## src/inc/tcvc_pkg.sv

```systemverilog
// Shared constants and types for the timer with coherent channel values.
// Assumes an 8-bit register port and a single bus clock.
package tcvc_pkg;

  // ----------------------------------------------------------------
  // Register map
  // ----------------------------------------------------------------
  localparam logic [7:0] ADDR_TSC = 8'h00;
  localparam logic [7:0] ADDR_CNT_H = 8'h01;
  localparam logic [7:0] ADDR_CNT_L = 8'h02;
  localparam logic [7:0] ADDR_MOD_H = 8'h03;
  localparam logic [7:0] ADDR_MOD_L = 8'h04;
  localparam int ADDR_CH_BASE = 5;
  localparam int CH_STRIDE = 3;
  localparam int CH_SC_OFS = 0;
  localparam int CH_VH_OFS = 1;
  localparam int CH_VL_OFS = 2;

  // ----------------------------------------------------------------
  // Field positions and encodings
  // ----------------------------------------------------------------
  localparam int TSC_OVF_BIT = 7;
  localparam int TSC_OIE_BIT = 6;
  localparam int TSC_CAS_BIT = 5;
  localparam int TSC_CLK_LSB = 3;
  localparam int TSC_PS_LSB = 0;
  localparam int CSC_FLAG_BIT = 7;
  localparam logic [1:0] CLK_NONE = 2'b00;
  localparam logic [1:0] CLK_BUS = 2'b01;
  localparam logic [1:0] CLK_FIXED = 2'b10;
  localparam logic [1:0] CLK_EXT = 2'b11;

  // ----------------------------------------------------------------
  // Reset values and counter limits
  // ----------------------------------------------------------------
  localparam logic [7:0] BYTE_ZERO = 8'h00;
  localparam logic [15:0] WORD_ZERO = 16'h0000;
  localparam logic [15:0] CNT_FREE_TOP = 16'hFFFF;
  localparam logic [15:0] CNT_ONE = 16'h0001;
  localparam int EXT_MIN_RATIO = 4;

  // ----------------------------------------------------------------
  // Types
  // ----------------------------------------------------------------
  typedef enum logic [1:0] {
    TCVC_MODE_CAPTURE,
    TCVC_MODE_COMPARE,
    TCVC_MODE_EDGE_PWM,
    TCVC_MODE_CENTER_PWM
  } tcvc_mode_t;

  typedef struct packed {
    logic flag;
    logic irq_en;
    logic mode_b;
    logic mode_a;
    logic [1:0] edge_level;
    logic [1:0] spare;
  } tcvc_ch_ctl_t;

endpackage

```

## src/rtl/tcvc_edge_sync.sv

```systemverilog
// Two-stage synchronizer with rising edge pulse.
// Assumes the source toggles no faster than a quarter of clock_i.
module tcvc_edge_sync (
  // Clock and reset
  input wire logic clock_i,
  input wire logic sys_rst_i,
  // Source level and edge pulse
  input wire logic async_i,
  output logic rise_o
);

  logic meta_reg;
  logic sync_reg;
  logic last_reg;

  // Only sync_reg reads the first stage
  always_ff @(posedge clock_i) begin
    if (sys_rst_i) begin
      meta_reg <= 1'b0;
      sync_reg <= 1'b0;
      last_reg <= 1'b0;
    end else begin
      meta_reg <= async_i;
      sync_reg <= meta_reg;
      last_reg <= sync_reg;
    end
  end

  // One cycle pulse per source rising edge
  assign rise_o = sync_reg & ~last_reg;

endmodule

```

## src/rtl/tcvc_prescaler.sv

```systemverilog
// Binary prescaler: passes one of every 2^shift input ticks.
// Assumes tick_i is a one-cycle enable on the bus clock.
module tcvc_prescaler #(
  parameter int PS_W = 3
) (
  // Clock and reset
  input wire logic clock_i,
  input wire logic sys_rst_i,
  // Source tick and divide select
  input wire logic tick_i,
  input wire logic [PS_W-1:0] shift_i,
  output logic count_o
);

  localparam int DIV_W = (1 << PS_W) - 1;

  logic [DIV_W-1:0] div_reg;
  logic [DIV_W-1:0] mask;

  // Low bits that must all be set before a count passes
  assign mask = DIV_W'((32'd1 << shift_i) - 32'd1);
  assign count_o = tick_i & ((div_reg & mask) == mask);

  // Free running tick counter
  always_ff @(posedge clock_i) begin
    if (sys_rst_i) begin
      div_reg <= '0;
    end else if (tick_i) begin
      div_reg <= div_reg + DIV_W'(1);
    end
  end

endmodule

```

## src/rtl/tcvc_timer.sv

```systemverilog
// Timer counter with clock select, overflow flag and coherent channel values.
// Assumes a byte-wide register port with reads answered one cycle later,
// and capture pins and clock sources already in the clock_i domain or slow.
//
// The address map and the strobed register port were left to the implementer.
module tcvc_timer import tcvc_pkg::*; #(
  parameter int CHANNELS = 2,
  parameter int PS_W = 3
) (
  // Clock and reset
  input wire logic clock_i,
  input wire logic sys_rst_i,
  // Register port
  input wire logic [7:0] addr_i,
  input wire logic [7:0] wdata_i,
  input wire logic wr_i,
  input wire logic rd_i,
  output logic [7:0] rdata_o,
  // System status and clock sources
  input wire logic debug_mode_i,
  input wire logic loop_engaged_i,
  input wire logic fixed_clk_i,
  input wire logic ext_clk_i,
  // Channel pins
  input wire logic [CHANNELS-1:0] capture_pin_i,
  // Timer outputs
  output logic overflow_irq_o,
  output logic [15:0] counter_o,
  output logic [CHANNELS-1:0] channel_flag_o
);

  // ----------------------------------------------------------------
  // Timer control state
  // ----------------------------------------------------------------
  logic overflow_flag_reg;
  logic overflow_flag_next;
  logic overflow_interrupt_enable_reg;
  logic center_aligned_select_reg;
  logic [1:0] clock_select_field_reg;
  logic [PS_W-1:0] prescale_reg;
  logic ovf_armed_reg;
  logic [15:0] cnt_reg;
  logic [15:0] cnt_next;
  logic dir_down_reg;
  logic dir_down_next;
  logic ovf_set;
  logic [15:0] mod_reg;
  logic [7:0] rdata_reg;
  logic [7:0] rd_mux;
  logic [CHANNELS*8-1:0] ch_rdata;
  logic [CHANNELS-1:0] ch_flags;

  // ----------------------------------------------------------------
  // Address decode
  // ----------------------------------------------------------------
  wire tsc_wr = wr_i & (addr_i == ADDR_TSC);
  wire tsc_rd = rd_i & (addr_i == ADDR_TSC);
  wire cnt_wr = wr_i & ((addr_i == ADDR_CNT_H) | (addr_i == ADDR_CNT_L));
  wire modh_wr = wr_i & (addr_i == ADDR_MOD_H);
  wire modl_wr = wr_i & (addr_i == ADDR_MOD_L);

  // ----------------------------------------------------------------
  // Clock sources and prescaler
  // ----------------------------------------------------------------
  logic fixed_rise;
  logic ext_rise;
  logic src_tick;
  logic cnt_tick;

  // Fixed source crosses in only when the loop is engaged
  tcvc_edge_sync u_fixed_sync (
    .clock_i(clock_i),
    .sys_rst_i(sys_rst_i),
    .async_i(fixed_clk_i),
    .rise_o(fixed_rise)
  );

  // External source always crosses in
  tcvc_edge_sync u_ext_sync (
    .clock_i(clock_i),
    .sys_rst_i(sys_rst_i),
    .async_i(ext_clk_i),
    .rise_o(ext_rise)
  );

  // Source select; none stops the counter but keeps its value
  wire fixed_tick = loop_engaged_i ? fixed_rise : 1'b1;
  assign src_tick = (clock_select_field_reg == CLK_BUS) ? 1'b1 :
                    (clock_select_field_reg == CLK_FIXED) ? fixed_tick :
                    (clock_select_field_reg == CLK_EXT) ? ext_rise : 1'b0;

  // Counter is frozen while debug mode is active
  tcvc_prescaler #(
    .PS_W(PS_W)
  ) u_prescaler (
    .clock_i(clock_i),
    .sys_rst_i(sys_rst_i),
    .tick_i(src_tick & ~debug_mode_i),
    .shift_i(prescale_reg),
    .count_o(cnt_tick)
  );

  // ----------------------------------------------------------------
  // Main counter
  // ----------------------------------------------------------------
  // Terminal count: modulus, or free running when modulus is zero
  wire [15:0] top = (mod_reg == WORD_ZERO) ? CNT_FREE_TOP : mod_reg;
  wire [15:0] top_m1 = top - CNT_ONE;
  // Counter stepping from terminal minus one up to terminal
  wire pwm_load = cnt_tick & (cnt_reg == top_m1) & ~dir_down_reg;

  // Next count, direction and overflow event
  always_comb begin
    cnt_next = cnt_reg;
    dir_down_next = dir_down_reg;
    ovf_set = 1'b0;
    if (cnt_wr) begin
      cnt_next = WORD_ZERO;
      dir_down_next = 1'b0;
    end else if (cnt_tick) begin
      if (!center_aligned_select_reg) begin
        dir_down_next = 1'b0;
        if (cnt_reg == top) begin
          cnt_next = WORD_ZERO;
          ovf_set = 1'b1;
        end else begin
          cnt_next = cnt_reg + CNT_ONE;
        end
      end else if (dir_down_reg) begin
        if (cnt_reg == WORD_ZERO) begin
          cnt_next = cnt_reg + CNT_ONE;
          dir_down_next = 1'b0;
        end else begin
          cnt_next = cnt_reg - CNT_ONE;
        end
      end else if (cnt_reg == top) begin
        cnt_next = cnt_reg - CNT_ONE;
        dir_down_next = 1'b1;
        ovf_set = 1'b1;
      end else begin
        cnt_next = cnt_reg + CNT_ONE;
      end
    end
  end

  // Overflow flag: read while set, then write zero; a new event wins
  wire ovf_clear = tsc_wr & ~wdata_i[TSC_OVF_BIT] & ovf_armed_reg;
  assign overflow_flag_next = ovf_set | (overflow_flag_reg & ~ovf_clear);

  // Counter and modulus storage
  always_ff @(posedge clock_i) begin
    if (sys_rst_i) begin
      cnt_reg <= WORD_ZERO;
      dir_down_reg <= 1'b0;
      mod_reg <= WORD_ZERO;
    end else begin
      cnt_reg <= cnt_next;
      dir_down_reg <= dir_down_next;
      if (modh_wr) begin
        mod_reg[15:8] <= wdata_i;
      end
      if (modl_wr) begin
        mod_reg[7:0] <= wdata_i;
      end
    end
  end

  // ----------------------------------------------------------------
  // Timer status and control
  // ----------------------------------------------------------------
  always_ff @(posedge clock_i) begin
    if (sys_rst_i) begin
      overflow_flag_reg <= 1'b0;
      ovf_armed_reg <= 1'b0;
      overflow_interrupt_enable_reg <= 1'b0;
      center_aligned_select_reg <= 1'b0;
      clock_select_field_reg <= CLK_NONE;
      prescale_reg <= '0;
    end else begin
      overflow_flag_reg <= overflow_flag_next;
      if (tsc_wr | ovf_set) begin
        ovf_armed_reg <= 1'b0; // A new event restarts the clear sequence
      end else if (tsc_rd & overflow_flag_reg) begin
        ovf_armed_reg <= 1'b1;
      end
      if (tsc_wr) begin
        overflow_interrupt_enable_reg <= wdata_i[TSC_OIE_BIT];
        center_aligned_select_reg <= wdata_i[TSC_CAS_BIT];
        clock_select_field_reg <= wdata_i[TSC_CLK_LSB +: 2];
        prescale_reg <= wdata_i[TSC_PS_LSB +: PS_W];
      end
    end
  end

  // Status byte as read by software
  logic [7:0] tsc_byte;
  always_comb begin
    tsc_byte = BYTE_ZERO;
    tsc_byte[TSC_OVF_BIT] = overflow_flag_reg;
    tsc_byte[TSC_OIE_BIT] = overflow_interrupt_enable_reg;
    tsc_byte[TSC_CAS_BIT] = center_aligned_select_reg;
    tsc_byte[TSC_CLK_LSB +: 2] = clock_select_field_reg;
    tsc_byte[TSC_PS_LSB +: PS_W] = prescale_reg;
  end

  // ----------------------------------------------------------------
  // Channels
  // ----------------------------------------------------------------
  for (genvar n = 0; n < CHANNELS; n++) begin : g_ch
    localparam logic [7:0] SC_A = 8'(ADDR_CH_BASE + n * CH_STRIDE + CH_SC_OFS);
    localparam logic [7:0] VH_A = 8'(ADDR_CH_BASE + n * CH_STRIDE + CH_VH_OFS);
    localparam logic [7:0] VL_A = 8'(ADDR_CH_BASE + n * CH_STRIDE + CH_VL_OFS);

    tcvc_ch_ctl_t ctl_reg;
    tcvc_mode_t mode;
    logic [15:0] val_reg;
    logic [15:0] rbuf_reg;
    logic [15:0] wbuf_reg;
    logic rlatch_reg;
    logic rhalf_hi_reg;
    logic wr_hi_reg;
    logic wr_lo_reg;
    logic pend_reg;
    logic pin_d_reg;
    logic armed_reg;

    // Per channel decode
    wire sc_wr = wr_i & (addr_i == SC_A);
    wire sc_rd = rd_i & (addr_i == SC_A);
    wire vh_wr = wr_i & (addr_i == VH_A);
    wire vl_wr = wr_i & (addr_i == VL_A);
    wire vh_rd = rd_i & (addr_i == VH_A);
    wire vl_rd = rd_i & (addr_i == VL_A);

    // Effective mode; center select overrides every channel
    assign mode = center_aligned_select_reg ? TCVC_MODE_CENTER_PWM :
                  ctl_reg.mode_b ? TCVC_MODE_EDGE_PWM :
                  ctl_reg.mode_a ? TCVC_MODE_COMPARE : TCVC_MODE_CAPTURE;
    wire is_cap = (mode == TCVC_MODE_CAPTURE);

    // Capture and compare events
    wire pin_edge = (capture_pin_i[n] & ~pin_d_reg & ctl_reg.edge_level[0]) |
                    (~capture_pin_i[n] & pin_d_reg & ctl_reg.edge_level[1]);
    wire cap_evt = is_cap & pin_edge;
    wire cmp_evt = ~is_cap & cnt_tick & (cnt_reg == val_reg);

    // Read coherency is live only in capture mode outside debug
    wire coh_rd = is_cap & ~debug_mode_i & (vh_rd | vl_rd);
    wire use_buf = is_cap & ~debug_mode_i & rlatch_reg;
    wire other_half = rhalf_hi_reg ? vl_rd : vh_rd;
    wire [7:0] vh_byte = use_buf ? rbuf_reg[15:8] : val_reg[15:8];
    wire [7:0] vl_byte = use_buf ? rbuf_reg[7:0] : val_reg[7:0];

    // Write sequence: buffer bytes, complete when both are in
    wire buf_wr = ~is_cap & ~debug_mode_i & (vh_wr | vl_wr);
    wire dir_wr = ~is_cap & debug_mode_i;
    wire both = buf_wr & (wr_hi_reg | vh_wr) & (wr_lo_reg | vl_wr);
    wire [15:0] wbuf_new = {vh_wr ? wdata_i : wbuf_reg[15:8], vl_wr ? wdata_i : wbuf_reg[7:0]};
    wire load_now = both & (clock_select_field_reg == CLK_NONE);
    wire load_pt = (mode == TCVC_MODE_COMPARE) ? cnt_tick : pwm_load;
    wire load_pend = pend_reg & load_pt;
    wire flag_clr = sc_wr & ~wdata_i[CSC_FLAG_BIT] & armed_reg;

    // Channel value register
    always_ff @(posedge clock_i) begin
      if (sys_rst_i) begin
        val_reg <= WORD_ZERO;
      end else if (cap_evt) begin
        val_reg <= cnt_reg;
      end else if (dir_wr & vh_wr) begin
        val_reg[15:8] <= wdata_i;
      end else if (dir_wr & vl_wr) begin
        val_reg[7:0] <= wdata_i;
      end else if (load_now) begin
        val_reg <= wbuf_new;
      end else if (load_pend) begin
        val_reg <= wbuf_reg;
      end
    end

    // Read latch: first read captures both bytes, other half releases
    always_ff @(posedge clock_i) begin
      if (sys_rst_i) begin
        rbuf_reg <= WORD_ZERO;
        rlatch_reg <= 1'b0;
        rhalf_hi_reg <= 1'b0;
      end else if (sc_wr) begin
        rlatch_reg <= 1'b0;
      end else if (coh_rd & ~rlatch_reg) begin
        rbuf_reg <= val_reg;
        rlatch_reg <= 1'b1;
        rhalf_hi_reg <= vh_rd;
      end else if (coh_rd & other_half) begin
        rlatch_reg <= 1'b0;
      end
    end

    // Write buffer, byte flags and pending transfer
    always_ff @(posedge clock_i) begin
      if (sys_rst_i) begin
        wbuf_reg <= WORD_ZERO;
        wr_hi_reg <= 1'b0;
        wr_lo_reg <= 1'b0;
        pend_reg <= 1'b0;
      end else if (sc_wr) begin
        wr_hi_reg <= 1'b0;
        wr_lo_reg <= 1'b0;
        pend_reg <= 1'b0;
      end else if (buf_wr) begin
        wbuf_reg <= wbuf_new;
        wr_hi_reg <= ~both & (wr_hi_reg | vh_wr);
        wr_lo_reg <= ~both & (wr_lo_reg | vl_wr);
        pend_reg <= (both & ~load_now) | (pend_reg & ~load_pend);
      end else if (load_pend) begin
        pend_reg <= 1'b0;
      end
    end

    // Channel control and flag; a new event wins over the clear
    always_ff @(posedge clock_i) begin
      if (sys_rst_i) begin
        ctl_reg <= '0;
        armed_reg <= 1'b0;
        pin_d_reg <= 1'b0;
      end else begin
        pin_d_reg <= capture_pin_i[n];
        ctl_reg.flag <= cap_evt | cmp_evt | (ctl_reg.flag & ~flag_clr);
        if (sc_wr | cap_evt | cmp_evt) begin
          armed_reg <= 1'b0; // A new event restarts the clear sequence
        end else if (sc_rd & ctl_reg.flag) begin
          armed_reg <= 1'b1;
        end
        if (sc_wr) begin
          ctl_reg.irq_en <= wdata_i[6];
          ctl_reg.mode_b <= wdata_i[5];
          ctl_reg.mode_a <= wdata_i[4];
          ctl_reg.edge_level <= wdata_i[3:2];
        end
      end
    end

    // Read data and flag out of this channel
    assign ch_rdata[n*8 +: 8] = sc_rd ? {ctl_reg[7:2], 2'b00} :
                                vh_rd ? vh_byte :
                                vl_rd ? vl_byte : BYTE_ZERO;
    assign ch_flags[n] = ctl_reg.flag;
  end

  // ----------------------------------------------------------------
  // Read path
  // ----------------------------------------------------------------
  // Combine the fixed registers and the channel answers
  always_comb begin
    rd_mux = BYTE_ZERO;
    if (addr_i == ADDR_TSC) begin
      rd_mux = tsc_byte;
    end else if (addr_i == ADDR_CNT_H) begin
      rd_mux = cnt_reg[15:8];
    end else if (addr_i == ADDR_CNT_L) begin
      rd_mux = cnt_reg[7:0];
    end else if (addr_i == ADDR_MOD_H) begin
      rd_mux = mod_reg[15:8];
    end else if (addr_i == ADDR_MOD_L) begin
      rd_mux = mod_reg[7:0];
    end
    for (int i = 0; i < CHANNELS; i++) begin
      rd_mux = rd_mux | ch_rdata[i*8 +: 8];
    end
  end

  // Read data stand for exactly the cycle after the strobe
  always_ff @(posedge clock_i) begin
    if (sys_rst_i) begin
      rdata_reg <= BYTE_ZERO;
    end else begin
      rdata_reg <= rd_i ? rd_mux : BYTE_ZERO;
    end
  end

  // ----------------------------------------------------------------
  // Outputs
  // ----------------------------------------------------------------
  assign rdata_o = rdata_reg;
  assign overflow_irq_o = overflow_flag_reg & overflow_interrupt_enable_reg;
  assign counter_o = cnt_reg;
  assign channel_flag_o = ch_flags;

endmodule

```

## config.mk

```make
export PLATFORM = sky130hd
export DESIGN_NAME = tcvc_timer
export DESIGN_NICKNAME = d
export VERILOG_FILES = /design/src/inc/tcvc_pkg.sv /design/src/rtl/tcvc_edge_sync.sv /design/src/rtl/tcvc_prescaler.sv /design/src/rtl/tcvc_timer.sv
export SDC_FILE = /design/constraint.sdc
export NUM_CORES = 1
export LEC_CHECK = 0
export BUFFER_PORTS_ARGS = -buffer_cell sky130_fd_sc_hd__buf_2
export CAP_MARGIN = 30
export CELL_PAD_IN_SITES_DETAIL_PLACEMENT = 1
export CELL_PAD_IN_SITES_GLOBAL_PLACEMENT = 1
export CORE_ASPECT_RATIO = 0.7
export CORE_MARGIN = 2
export CORE_UTILIZATION = 30
export DETAILED_ROUTE_END_ITERATION = 10
export PLACE_DENSITY_LB_ADDON = 0.25
export SLEW_MARGIN = 0
export SYNTH_ARGS = -nofsm -noshare
export SYNTH_HDL_FRONTEND = slang
export SYNTH_SLANG_ARGS = --single-unit
```

## constraint.sdc

```tcl
create_clock -name clock_i -period 4.9 [get_ports clock_i]
set_input_delay 0 -clock clock_i [delete_from_list [all_inputs] [get_ports clock_i]]
set_output_delay 0 -clock clock_i [all_outputs]
set_load 0.05 [all_outputs]
```

==> results of run 1 <==
==> worst max-delay path, stage by stage, from the launching register on <==
cell	delay, ps
dfxtp_1	430
nor4_4	470
nand4b_4	210
nor2_1	290
nor2_1	80
ha_1	260
or3b_1	330
nor3_1	90
xnor2_1	130
o311ai_0	360
o211a_1	270
a21boi_1	150
o311a_1	610
a221oi_1	390
nor3_1	90
==> power by group <==
part	leakage (nW)	switching (mW)	internal, mW
clock	0.283	0.708	0.766
combinational	2.87	0.0942	0.0276
sequential	1.49	0.00199	1.51
==> worst max path at each step <==
stage               startpoint             endpoint  slack, ps  cells after the start
finish              mod_reg[0]  g_ch[1].val_reg[11]        580                     14
floorplan           mod_reg[0]   g_ch[1].val_reg[6]       1190                     16
global placement    mod_reg[0]  g_ch[1].val_reg[11]        730                     14
CTS                 mod_reg[0]  g_ch[1].val_reg[11]        630                     14
global route        mod_reg[8]  g_ch[1].val_reg[12]        360                     14
detailed placement  mod_reg[0]  g_ch[1].val_reg[12]        660                     14
==> cell usage after synthesis (4+ instances only) <==
master	number	area (um2)
or3_1	12	75.1
o22ai_1	4	25.0
a32o_1	6	60.1
nand3b_1	4	30.0
nor3b_1	5	37.5
a22oi_1	6	45.0
nand2_1	226	848
a21boi_0	4	30.0
nor2_1	115	432
o21ai_0	45	225
a221oi_1	17	149
clkbuf_1	97	364
nor3_1	46	230
o221ai_1	21	184
nor4_1	14	87.6
dfxtp_1	185	3700
o31ai_1	10	75.1
nor2b_1	17	106
inv_1	16	60.1
and3_1	16	100
o21ai_1	4	20.0
or4_1	9	67.6
mux2i_1	70	701
buf_2	14	70.1
nand2b_1	11	68.8
a2111oi_0	6	52.6
xor2_1	36	315
nand3_1	105	526
ha_1	5	62.6
and2_1	5	31.3
nand4_1	18	113
buf_1	9	33.8
a31oi_1	11	68.8
a21oi_1	150	751
xnor2_1	33	289
a22o_1	14	123
==> logic make-up (layout without fill, tap and decap cells) <==
group                    count (synthesis)  after routing  synth area share
AO/OA/AOI/OAI                          347            347             0.210
XOR/XNOR                                69             69            0.0551
adder cells (fa/ha/maj)                  5              5           0.00571
buffers and inverters                  142            162            0.0531
flip-flops                             185            185             0.338
multiplexers                            72             72            0.0673
other                                    0              1                 0
AND/OR/NAND/NOR                        623            623             0.270
==> layer usage <==
layer,GRT usage,up-vias,share of wire
met1,0.401,5866,0.48
met2,0.382,490,0.41
li1,-,5199,-
met3,0.0655,53,0.092
met4,0.0698,0,0.017
met5,0,-,0
==> placed cells by master (no fill, tap or decap), drive strengths merged, types with 17 or more instances in the layout <==
cell type  count
xnor2         33
dfxtp        185
nor2         115
o21ai         49
o221ai        21
nand3        105
nor3          47
nor2b         17
a21oi        152
a221oi        18
inv           22
buf          104
xor2          36
nand4         19
nand2        226
mux2i         70
clkbuf        19
==> cell type report <==
type                            instances  area (um2)  share of cell area
Timing Repair Buffer                  114         763              0.0615
Multi-Input combinational cell       1116        6680               0.539
Clock buffer                           18         429              0.0346
Sequential cell                       185        3700               0.299
Antenna cell                            1        2.50            0.000202
Clock inverter                         14         161              0.0130
Tap cell                              480         601              0.0484
Inverter                               16        60.1             0.00484
==> results.cfg, run 1 <==
[routing]
antenna_left = 0
firstDrtPassIters = 6
vias_per_cell = 5.97
wl_um = 51000
route.detailed.drc = 0
drtIter0Drc = 1256
vias = 11600
wl_per_cell_um = 26.2

[floorplanning]
fp-row-count = 58
core_area_mm2 = 0.0360
die_x_um = 232
ios = 53
die_height_um = 164
start_util = 0.305
dieArea_mm2 = 0.0381

[pwr]
p_per_area_mw_per_mm2 = 250
power_mw = 3.10
p_leak_nw = 4.65
vdd_drop_max_mv = 0.247

[clock_network]
cts_setup_buffers = 0
clockBufferDepth = 2
insertion_delay_ps = 470
h-tree-depth = 4
cts_resized = 0
clkSinkCount = 185
cts_hold_buf = 9
cts_tree = built
clock_tree.root_cell = clkbuf_16
clk_pin_slew_ps = 90
cts_inserted_buffers = 17

[finish]
area_growth_pct = 13.1
final_nets = 1481
design_area_mm2 = 0.0124
drive_gt1_frac = 0.108
instances_no_fill = 1944
fin_util = 0.345
fillCellCount = 4406

[run]
cap_violations = 0

[global_routing]
grt_antenna_before_repair = 1
grt_overflow = 0
grt_max_degree = 80
grt_first_pass_wirelength_um = 75400
gr-usage-all-layers = 0.269
grt_pass1_vias = 11000

[sta]
whs_ps = 9.60
setup_tns_ps = 0
finalClockSkew_ps = 19.1
tightest_slew_ps = 1180
setup_viol = 0
period_needed_ps = 4320
rsz0062_at_grt = false
setup_ws_ps = 577
fmax_mhz = 231
maxSlewHeadroom = 0.212
hold_viol_final = 0
period_share = 0.882
slew_viol_final = 0

[place]
port_buffers = 52
place_ws_ps = 658
dpl.cell_count = 1901
dpl_cell_area_mm2 = 0.0117
dp_hpwl_um = 36800
place_congestion = 1.02

[yosys]
synth.distinct_cells = 82
ys_ff_latch = 185
ys.flop_type = dfxtp_1
async_flop_share = 0
syn_nets = 1474
synth_edf_count = 0
synthCells = 1443
ys_warn_count = 0
yosysSeqAreaShare = 0.338
syn-cell-area_mm2 = 0.0110
avgSynthCellArea_um2 = 7.60

[setup_path]
critPathCaptureType = flop
reg2reg_slack_ps = 580
r2r.worst_path.cells = 14
worstPathRequired_ps = 5220
cp-start-kind = flop
critical_path_class = flop to flop
worstReg2RegStart = mod_reg[0]
r2r-end = g_ch[1].val_reg[11]
critPathMaxFanout = 16
arrival_ps = 4640

[worst_hold_path]
holdPathEnd = mod_reg[6]
hold_class = primary input to flop
min_delay_path_depth = 3
worstHoldStart = wdata_i[6]

[run_status]
status = complete, no violations
Note: power is estimated with default switching activity, not from simulation.
==> run 2: changes to the inputs <==
--- a/config.mk
+++ b/config.mk
@@ -13,7 +13,7 @@
 export CORE_MARGIN = 2
 export CORE_UTILIZATION = 30
 export DETAILED_ROUTE_END_ITERATION = 10
-export PLACE_DENSITY_LB_ADDON = 0.25
+export PLACE_DENSITY_LB_ADDON = 0.3
 export SLEW_MARGIN = 0
 export SYNTH_ARGS = -nofsm -noshare
 export SYNTH_HDL_FRONTEND = slang
==> run 2 against run 1 <==
Compared with the run above: the run now ends with hold timing left; clock power rose by 3%; utilization barely moved; die area stayed put; global-route usage is 0.73 points lower; wire length fell by 2.7%; critical path depth is the same; combinational power about the same; sequential share of layout area is essentially flat; critical path type unchanged; largest power group unchanged; register-to-register slack got worse by 60 ps; clock skew down 6.9 ps.
==> results.cfg, run 2 (same netlist as run 1, synthesis figures left out) <==
[finish]
fillCellCount = 4398
area_growth_pct = 13.0
final_common_cell = nand2_1
instances_no_fill = 1939
drive_gt1_frac = 0.105
fin_util = 0.344
n_antenna_cell = 0
final_nets = 1477
regArea_mm2 = 0.00370
layout_common_cells = nand2_1 (226), dfxtp_1 (185), a21oi_1 (150)
multi_input_area_mm2 = 0.00668

[place]
place_ws_ps = 661
port_buffers = 52
place_congestion = 0.997
dpl.cell_count = 1897
dp_hpwl_um = 36000

[sta]
maxSlewHeadroom = 0.309
period_share = 0.895
setup_ws_ps = 516
finalClockSkew_ps = 12.2
period_needed_ps = 4380
setup_tns_ps = 0
tightest_slew_ps = 1040
whs_ps = -7.00
hold_viol_final = 1
slew_viol_final = 0
setup_viol = 0
rsz0062_at_grt = false
fmax_mhz = 228

[run_status]
violations = hold timing
status = finished with violations

[run]
cap_violations = 0

[setup_path]
crit_end = g_ch[1].val_reg[13]
arrival_ps = 4710
r2r.worst_path.cells = 14
cp-start-kind = flop
worstPathRequired_ps = 5220
r2r-end = g_ch[1].val_reg[13]
critPathCaptureType = flop
critical_path_class = flop to flop
worstReg2RegStart = mod_reg[0]
critPathMaxFanout = 16
cp-startpoint = mod_reg[0]
reg2reg_slack_ps = 520

[global_routing]
grt_overflow = 0
grt_pass1_vias = 11400
grt_first_pass_wirelength_um = 74700
grt_max_degree = 63
grt_use_met1 = 0.378
use_met2 = 0.388
grtUsageMet3 = 0.0530
busiest_layer = met2
gr-usage-all-layers = 0.262
grt_antenna_before_repair = 1

[clock_network]
insertion_delay_ps = 470
clock_tree.root_cell = clkbuf_16
clockBufferDepth = 2
cts_tree = built
clkSinkCount = 185
cts_inserted_buffers = 17
clk_pin_slew_ps = 80
h-tree-depth = 4

[routing]
wl_um = 49600
wl_per_cell_um = 25.6
antenna_left = 0
vias_per_cell = 5.99
drtIter0Drc = 1238
firstDrtPassIters = 5
vias = 11600
route.detailed.drc = 0

[floorplanning]
core_area_mm2 = 0.0360
fp-row-count = 58
die_x_um = 232
start_util = 0.305
dieArea_mm2 = 0.0381
die_height_um = 164
ios = 53

[pwr]
p_leak_nw = 4.63
switchingPower_uw = 780
power_frac_seq = 0.480
p_per_area_mw_per_mm2 = 254
internal_power_mw = 2.36
power.share.clock = 0.482
vdd_drop_max_mv = 0.261
switching_share = 0.248
power_frac_comb = 0.038

[worst_hold_path]
hold_class = primary input to flop
==> run 2: power by group through the flow <==
stage / Sequential (mW) / Clock (mW) / Combinational [mW]
finish: 1.51 / 1.51 / 0.119
global route: 1.51 / 1.60 / 0.125
CTS: 1.51 / 1.53 / 0.117
detailed placement: 1.54 / 0 / 0.112
global placement: 1.54 / 0 / 0.112
floorplan: 1.54 / 0 / 0.0589
==> run 2: per-layer routing <==
metal / vias to the layer above / share of wire
met4: 0 / 0.026
met1: 5883 / 0.48
met2: 455 / 0.42
met3: 89 / 0.079
li1: 5190 / -
met5: - / 0
==> run 2: worst max-delay path, stage by stage, from the launching register on <==
cell	delay, ps
dfxtp_1	420
nor4_4	480
nand4b_4	220
nor2_1	220
nor2_1	70
ha_1	310
xnor2_1	120
a211o_1	290
a311oi_1	280
o2111ai_1	160
and4b_1	310
a21boi_1	180
o311a_1	640
a221oi_1	450
nor3_1	80
==> run 2: worst min path at each step <==
stage / from / endpoint / slack, ps / depth (start not counted)
final: wdata_i[2] / mod_reg[10] / -7 / 3
after detailed placement: fixed_clk_i / u_fixed_sync.meta_reg / 220 / 2
after global placement: capture_pin_i[1] / g_ch[1].pin_d_reg / 240 / 2
after global routing: wdata_i[4] / clock_select_field_reg[1] / 20 / 3
after floorplan: capture_pin_i[0] / g_ch[0].pin_d_reg / 130 / 1
after CTS: wdata_i[2] / mod_reg[10] / 0.3 / 3
==> run 2: per-stage QoR <==
step	total power, mW	instance area (um2)
floorplan	1.60	11000
global placement	1.65	11600
detailed placement	1.65	11700
CTS	3.16	12400
global route	3.23	12400
finish	3.14	12400
==> run 2: area by class of cell <==
type | count | area share
Inverter | 16 | 0.00485
Multi-Input combinational cell | 1116 | 0.539
Tap cell | 480 | 0.0485
Sequential cell | 185 | 0.299
Clock inverter | 11 | 0.0128
Timing Repair Buffer | 110 | 0.0592
Clock buffer | 21 | 0.0364
==> run 2: timing repair <==
item                                   4_1_cts  5_1_grt
hold buffers                                 8        0
endpoints found under the hold margin       23        0
resized for setup                            0        0
setup buffers                                0        0
==> run 3: changes to the inputs <==
--- a/config.mk
+++ b/config.mk
@@ -13,7 +13,7 @@
 export CORE_MARGIN = 2
 export CORE_UTILIZATION = 30
 export DETAILED_ROUTE_END_ITERATION = 10
-export PLACE_DENSITY_LB_ADDON = 0.3
+export PLACE_DENSITY = 0.57
 export SLEW_MARGIN = 0
 export SYNTH_ARGS = -nofsm -noshare
 export SYNTH_HDL_FRONTEND = slang
==> run 3 against run 2 <==
Compared with the run above: the flow now finishes without violations; die area is the same; highest routed layer is now met5; clock skew shrank 3.1 ps; via count down 1.9%; final cell count decreased by 0.10%.
==> results.cfg, run 3 (same netlist as run 1, synthesis figures left out) <==
[finish]
layout_common_cells = nand2_1 (226), dfxtp_1 (185), a21oi_1 (150)
n_antenna_cell = 0
area_growth_pct = 13.0
design_area_mm2 = 0.0124
final_common_cell = nand2_1
drive_gt1_frac = 0.106
final_nets = 1476

[pwr]
switchingPower_uw = 769
internal_power_mw = 2.38
power_frac_seq = 0.479
power_frac_comb = 0.040
power.share.clock = 0.481
power_mw = 3.14
switching_share = 0.245
vdd_drop_max_mv = 0.255
p_leak_nw = 4.63
p_per_area_mw_per_mm2 = 254

[routing]
firstDrtPassIters = 5
wl_um = 51300
wl_per_cell_um = 26.5
vias = 11400
drtIter0Drc = 1325
antenna_left = 0
vias_per_cell = 5.88
route.detailed.drc = 0

[clock_network]
clk_pin_slew_ps = 80
insertion_delay_ps = 470
clkSinkCount = 185
clock_tree.root_cell = clkbuf_16
cts_resized = 0
cts_inserted_buffers = 17
clockBufferDepth = 2
h-tree-depth = 4
cts_tree = built

[sta]
finalClockSkew_ps = 9.06
period_share = 0.902
maxSlewHeadroom = 0.278
period_needed_ps = 4420
rsz0062_at_grt = false
slew_viol_final = 0
tightest_slew_ps = 1080
setup_viol = 0
setup_tns_ps = 0
fmax_mhz = 226
hold_viol_final = 0

[global_routing]
grt_use_met1 = 0.429
use_met2 = 0.349
grt_overflow = 0
busiest_layer = met1
grt_max_degree = 65
gr-usage-all-layers = 0.272
grt_pass1_vias = 10800
grt_antenna_before_repair = 4
grtUsageMet3 = 0.0873
grt_first_pass_wirelength_um = 75200

[floorplanning]
die_height_um = 164
core_area_mm2 = 0.0360
ios = 53
fp-row-count = 58
start_util = 0.305
die_x_um = 232
dieArea_mm2 = 0.0381

[run]
cap_violations = 0

[setup_path]
arrival_ps = 4730
worstPathRequired_ps = 5220
critPathCaptureType = flop
cp-start-kind = flop
critPathMaxFanout = 16
critical_path_class = flop to flop

[place]
dpl_cell_area_mm2 = 0.0117
port_buffers = 52
place_congestion = 0.951
dp_hpwl_um = 37300

[worst_hold_path]
hold_class = primary input to flop

[run_status]
status = complete, no violations
## run 3: cell types whose count changed in the layout (fill, tap and decap cells not counted), moves of 2 or more
cell,delta
buf_4,+3
buf_6,-2
clkbuf_1,-2
clkbuf_4,-2
clkbuf_8,+2
clkinvlp_4,+2
inv_8,-2
## run 3: what timing repair did
| action | CTS | global route |
|---|---|---|
| buffers inserted | 0 | 0 |
| hold endpoints to repair | 18 | 0 |
| hold buffers | 8 | 0 |
## run 3: worst paths after layout
| path | start | cells past startpoint | slack [ps] | endpoint |
|---|---|---|---|---|
| min reg2reg | u_fixed_sync.meta_reg | 1 | 440 | u_fixed_sync.sync_reg |
| min | wdata_i[6] | 3 | 20 | mod_reg[14] |
| max | mod_reg[12] | 14 | 480 | g_ch[1].val_reg[10] |
| max reg2reg | mod_reg[12] | 14 | 480 | g_ch[1].val_reg[10] |
## run 3: area by class of cell
cell class | instances | area, um2
multi-input combinational | 1116 | 6690
inverter | 16 | 60.1
sequential | 185 | 3700
clock inverter | 10 | 143
fill | 4378 | 23600
clock buffer | 21 | 470
tap | 480 | 601
timing repair buffer | 109 | 718
## run 3: worst max-delay path: stages, from the launching register on
cell and delay, ps:
dfxtp_1 460, nor3_2 430, nand4b_4 220, nor2_1 230
nor2_1 70, ha_1 310, xnor2_1 130, a211o_1 290
a311oi_1 260, o2111ai_1 250, and4b_1 360, a21boi_1 150
o311a_1 620, a221oi_1 400, nor3_1 80
## run 3: through the flow
step           utilization  hold slack, ps  worst slack, ps  cells
5_1_grt              0.344            1.36              296   1937
3_5_place_dp         0.325             232              621   1898
2_1_floorplan            -             128             1190   1443
3_3_place_gp         0.324             216              680   1896
6_report             0.344            15.2              482   1937
4_1_cts              0.344           0.262              577   1937
## run 3: power by group through the flow
| stage | registers, mW | clock network, mW | logic, mW |
|---|---|---|---|
| after floorplan | 1.54 | 0 | 0.0589 |
| after global placement | 1.54 | 0 | 0.117 |
| after detailed placement | 1.54 | 0 | 0.117 |
| after CTS | 1.51 | 1.54 | 0.122 |
| after global routing | 1.51 | 1.60 | 0.130 |
| final | 1.51 | 1.51 | 0.125 |
## run 3: layer usage
layer | up-vias | share of wire
met5 | - | 0.00086
met4 | 6 | 0.012
met3 | 49 | 0.10
met2 | 473 | 0.37
met1 | 5684 | 0.51
li1 | 5182 | -
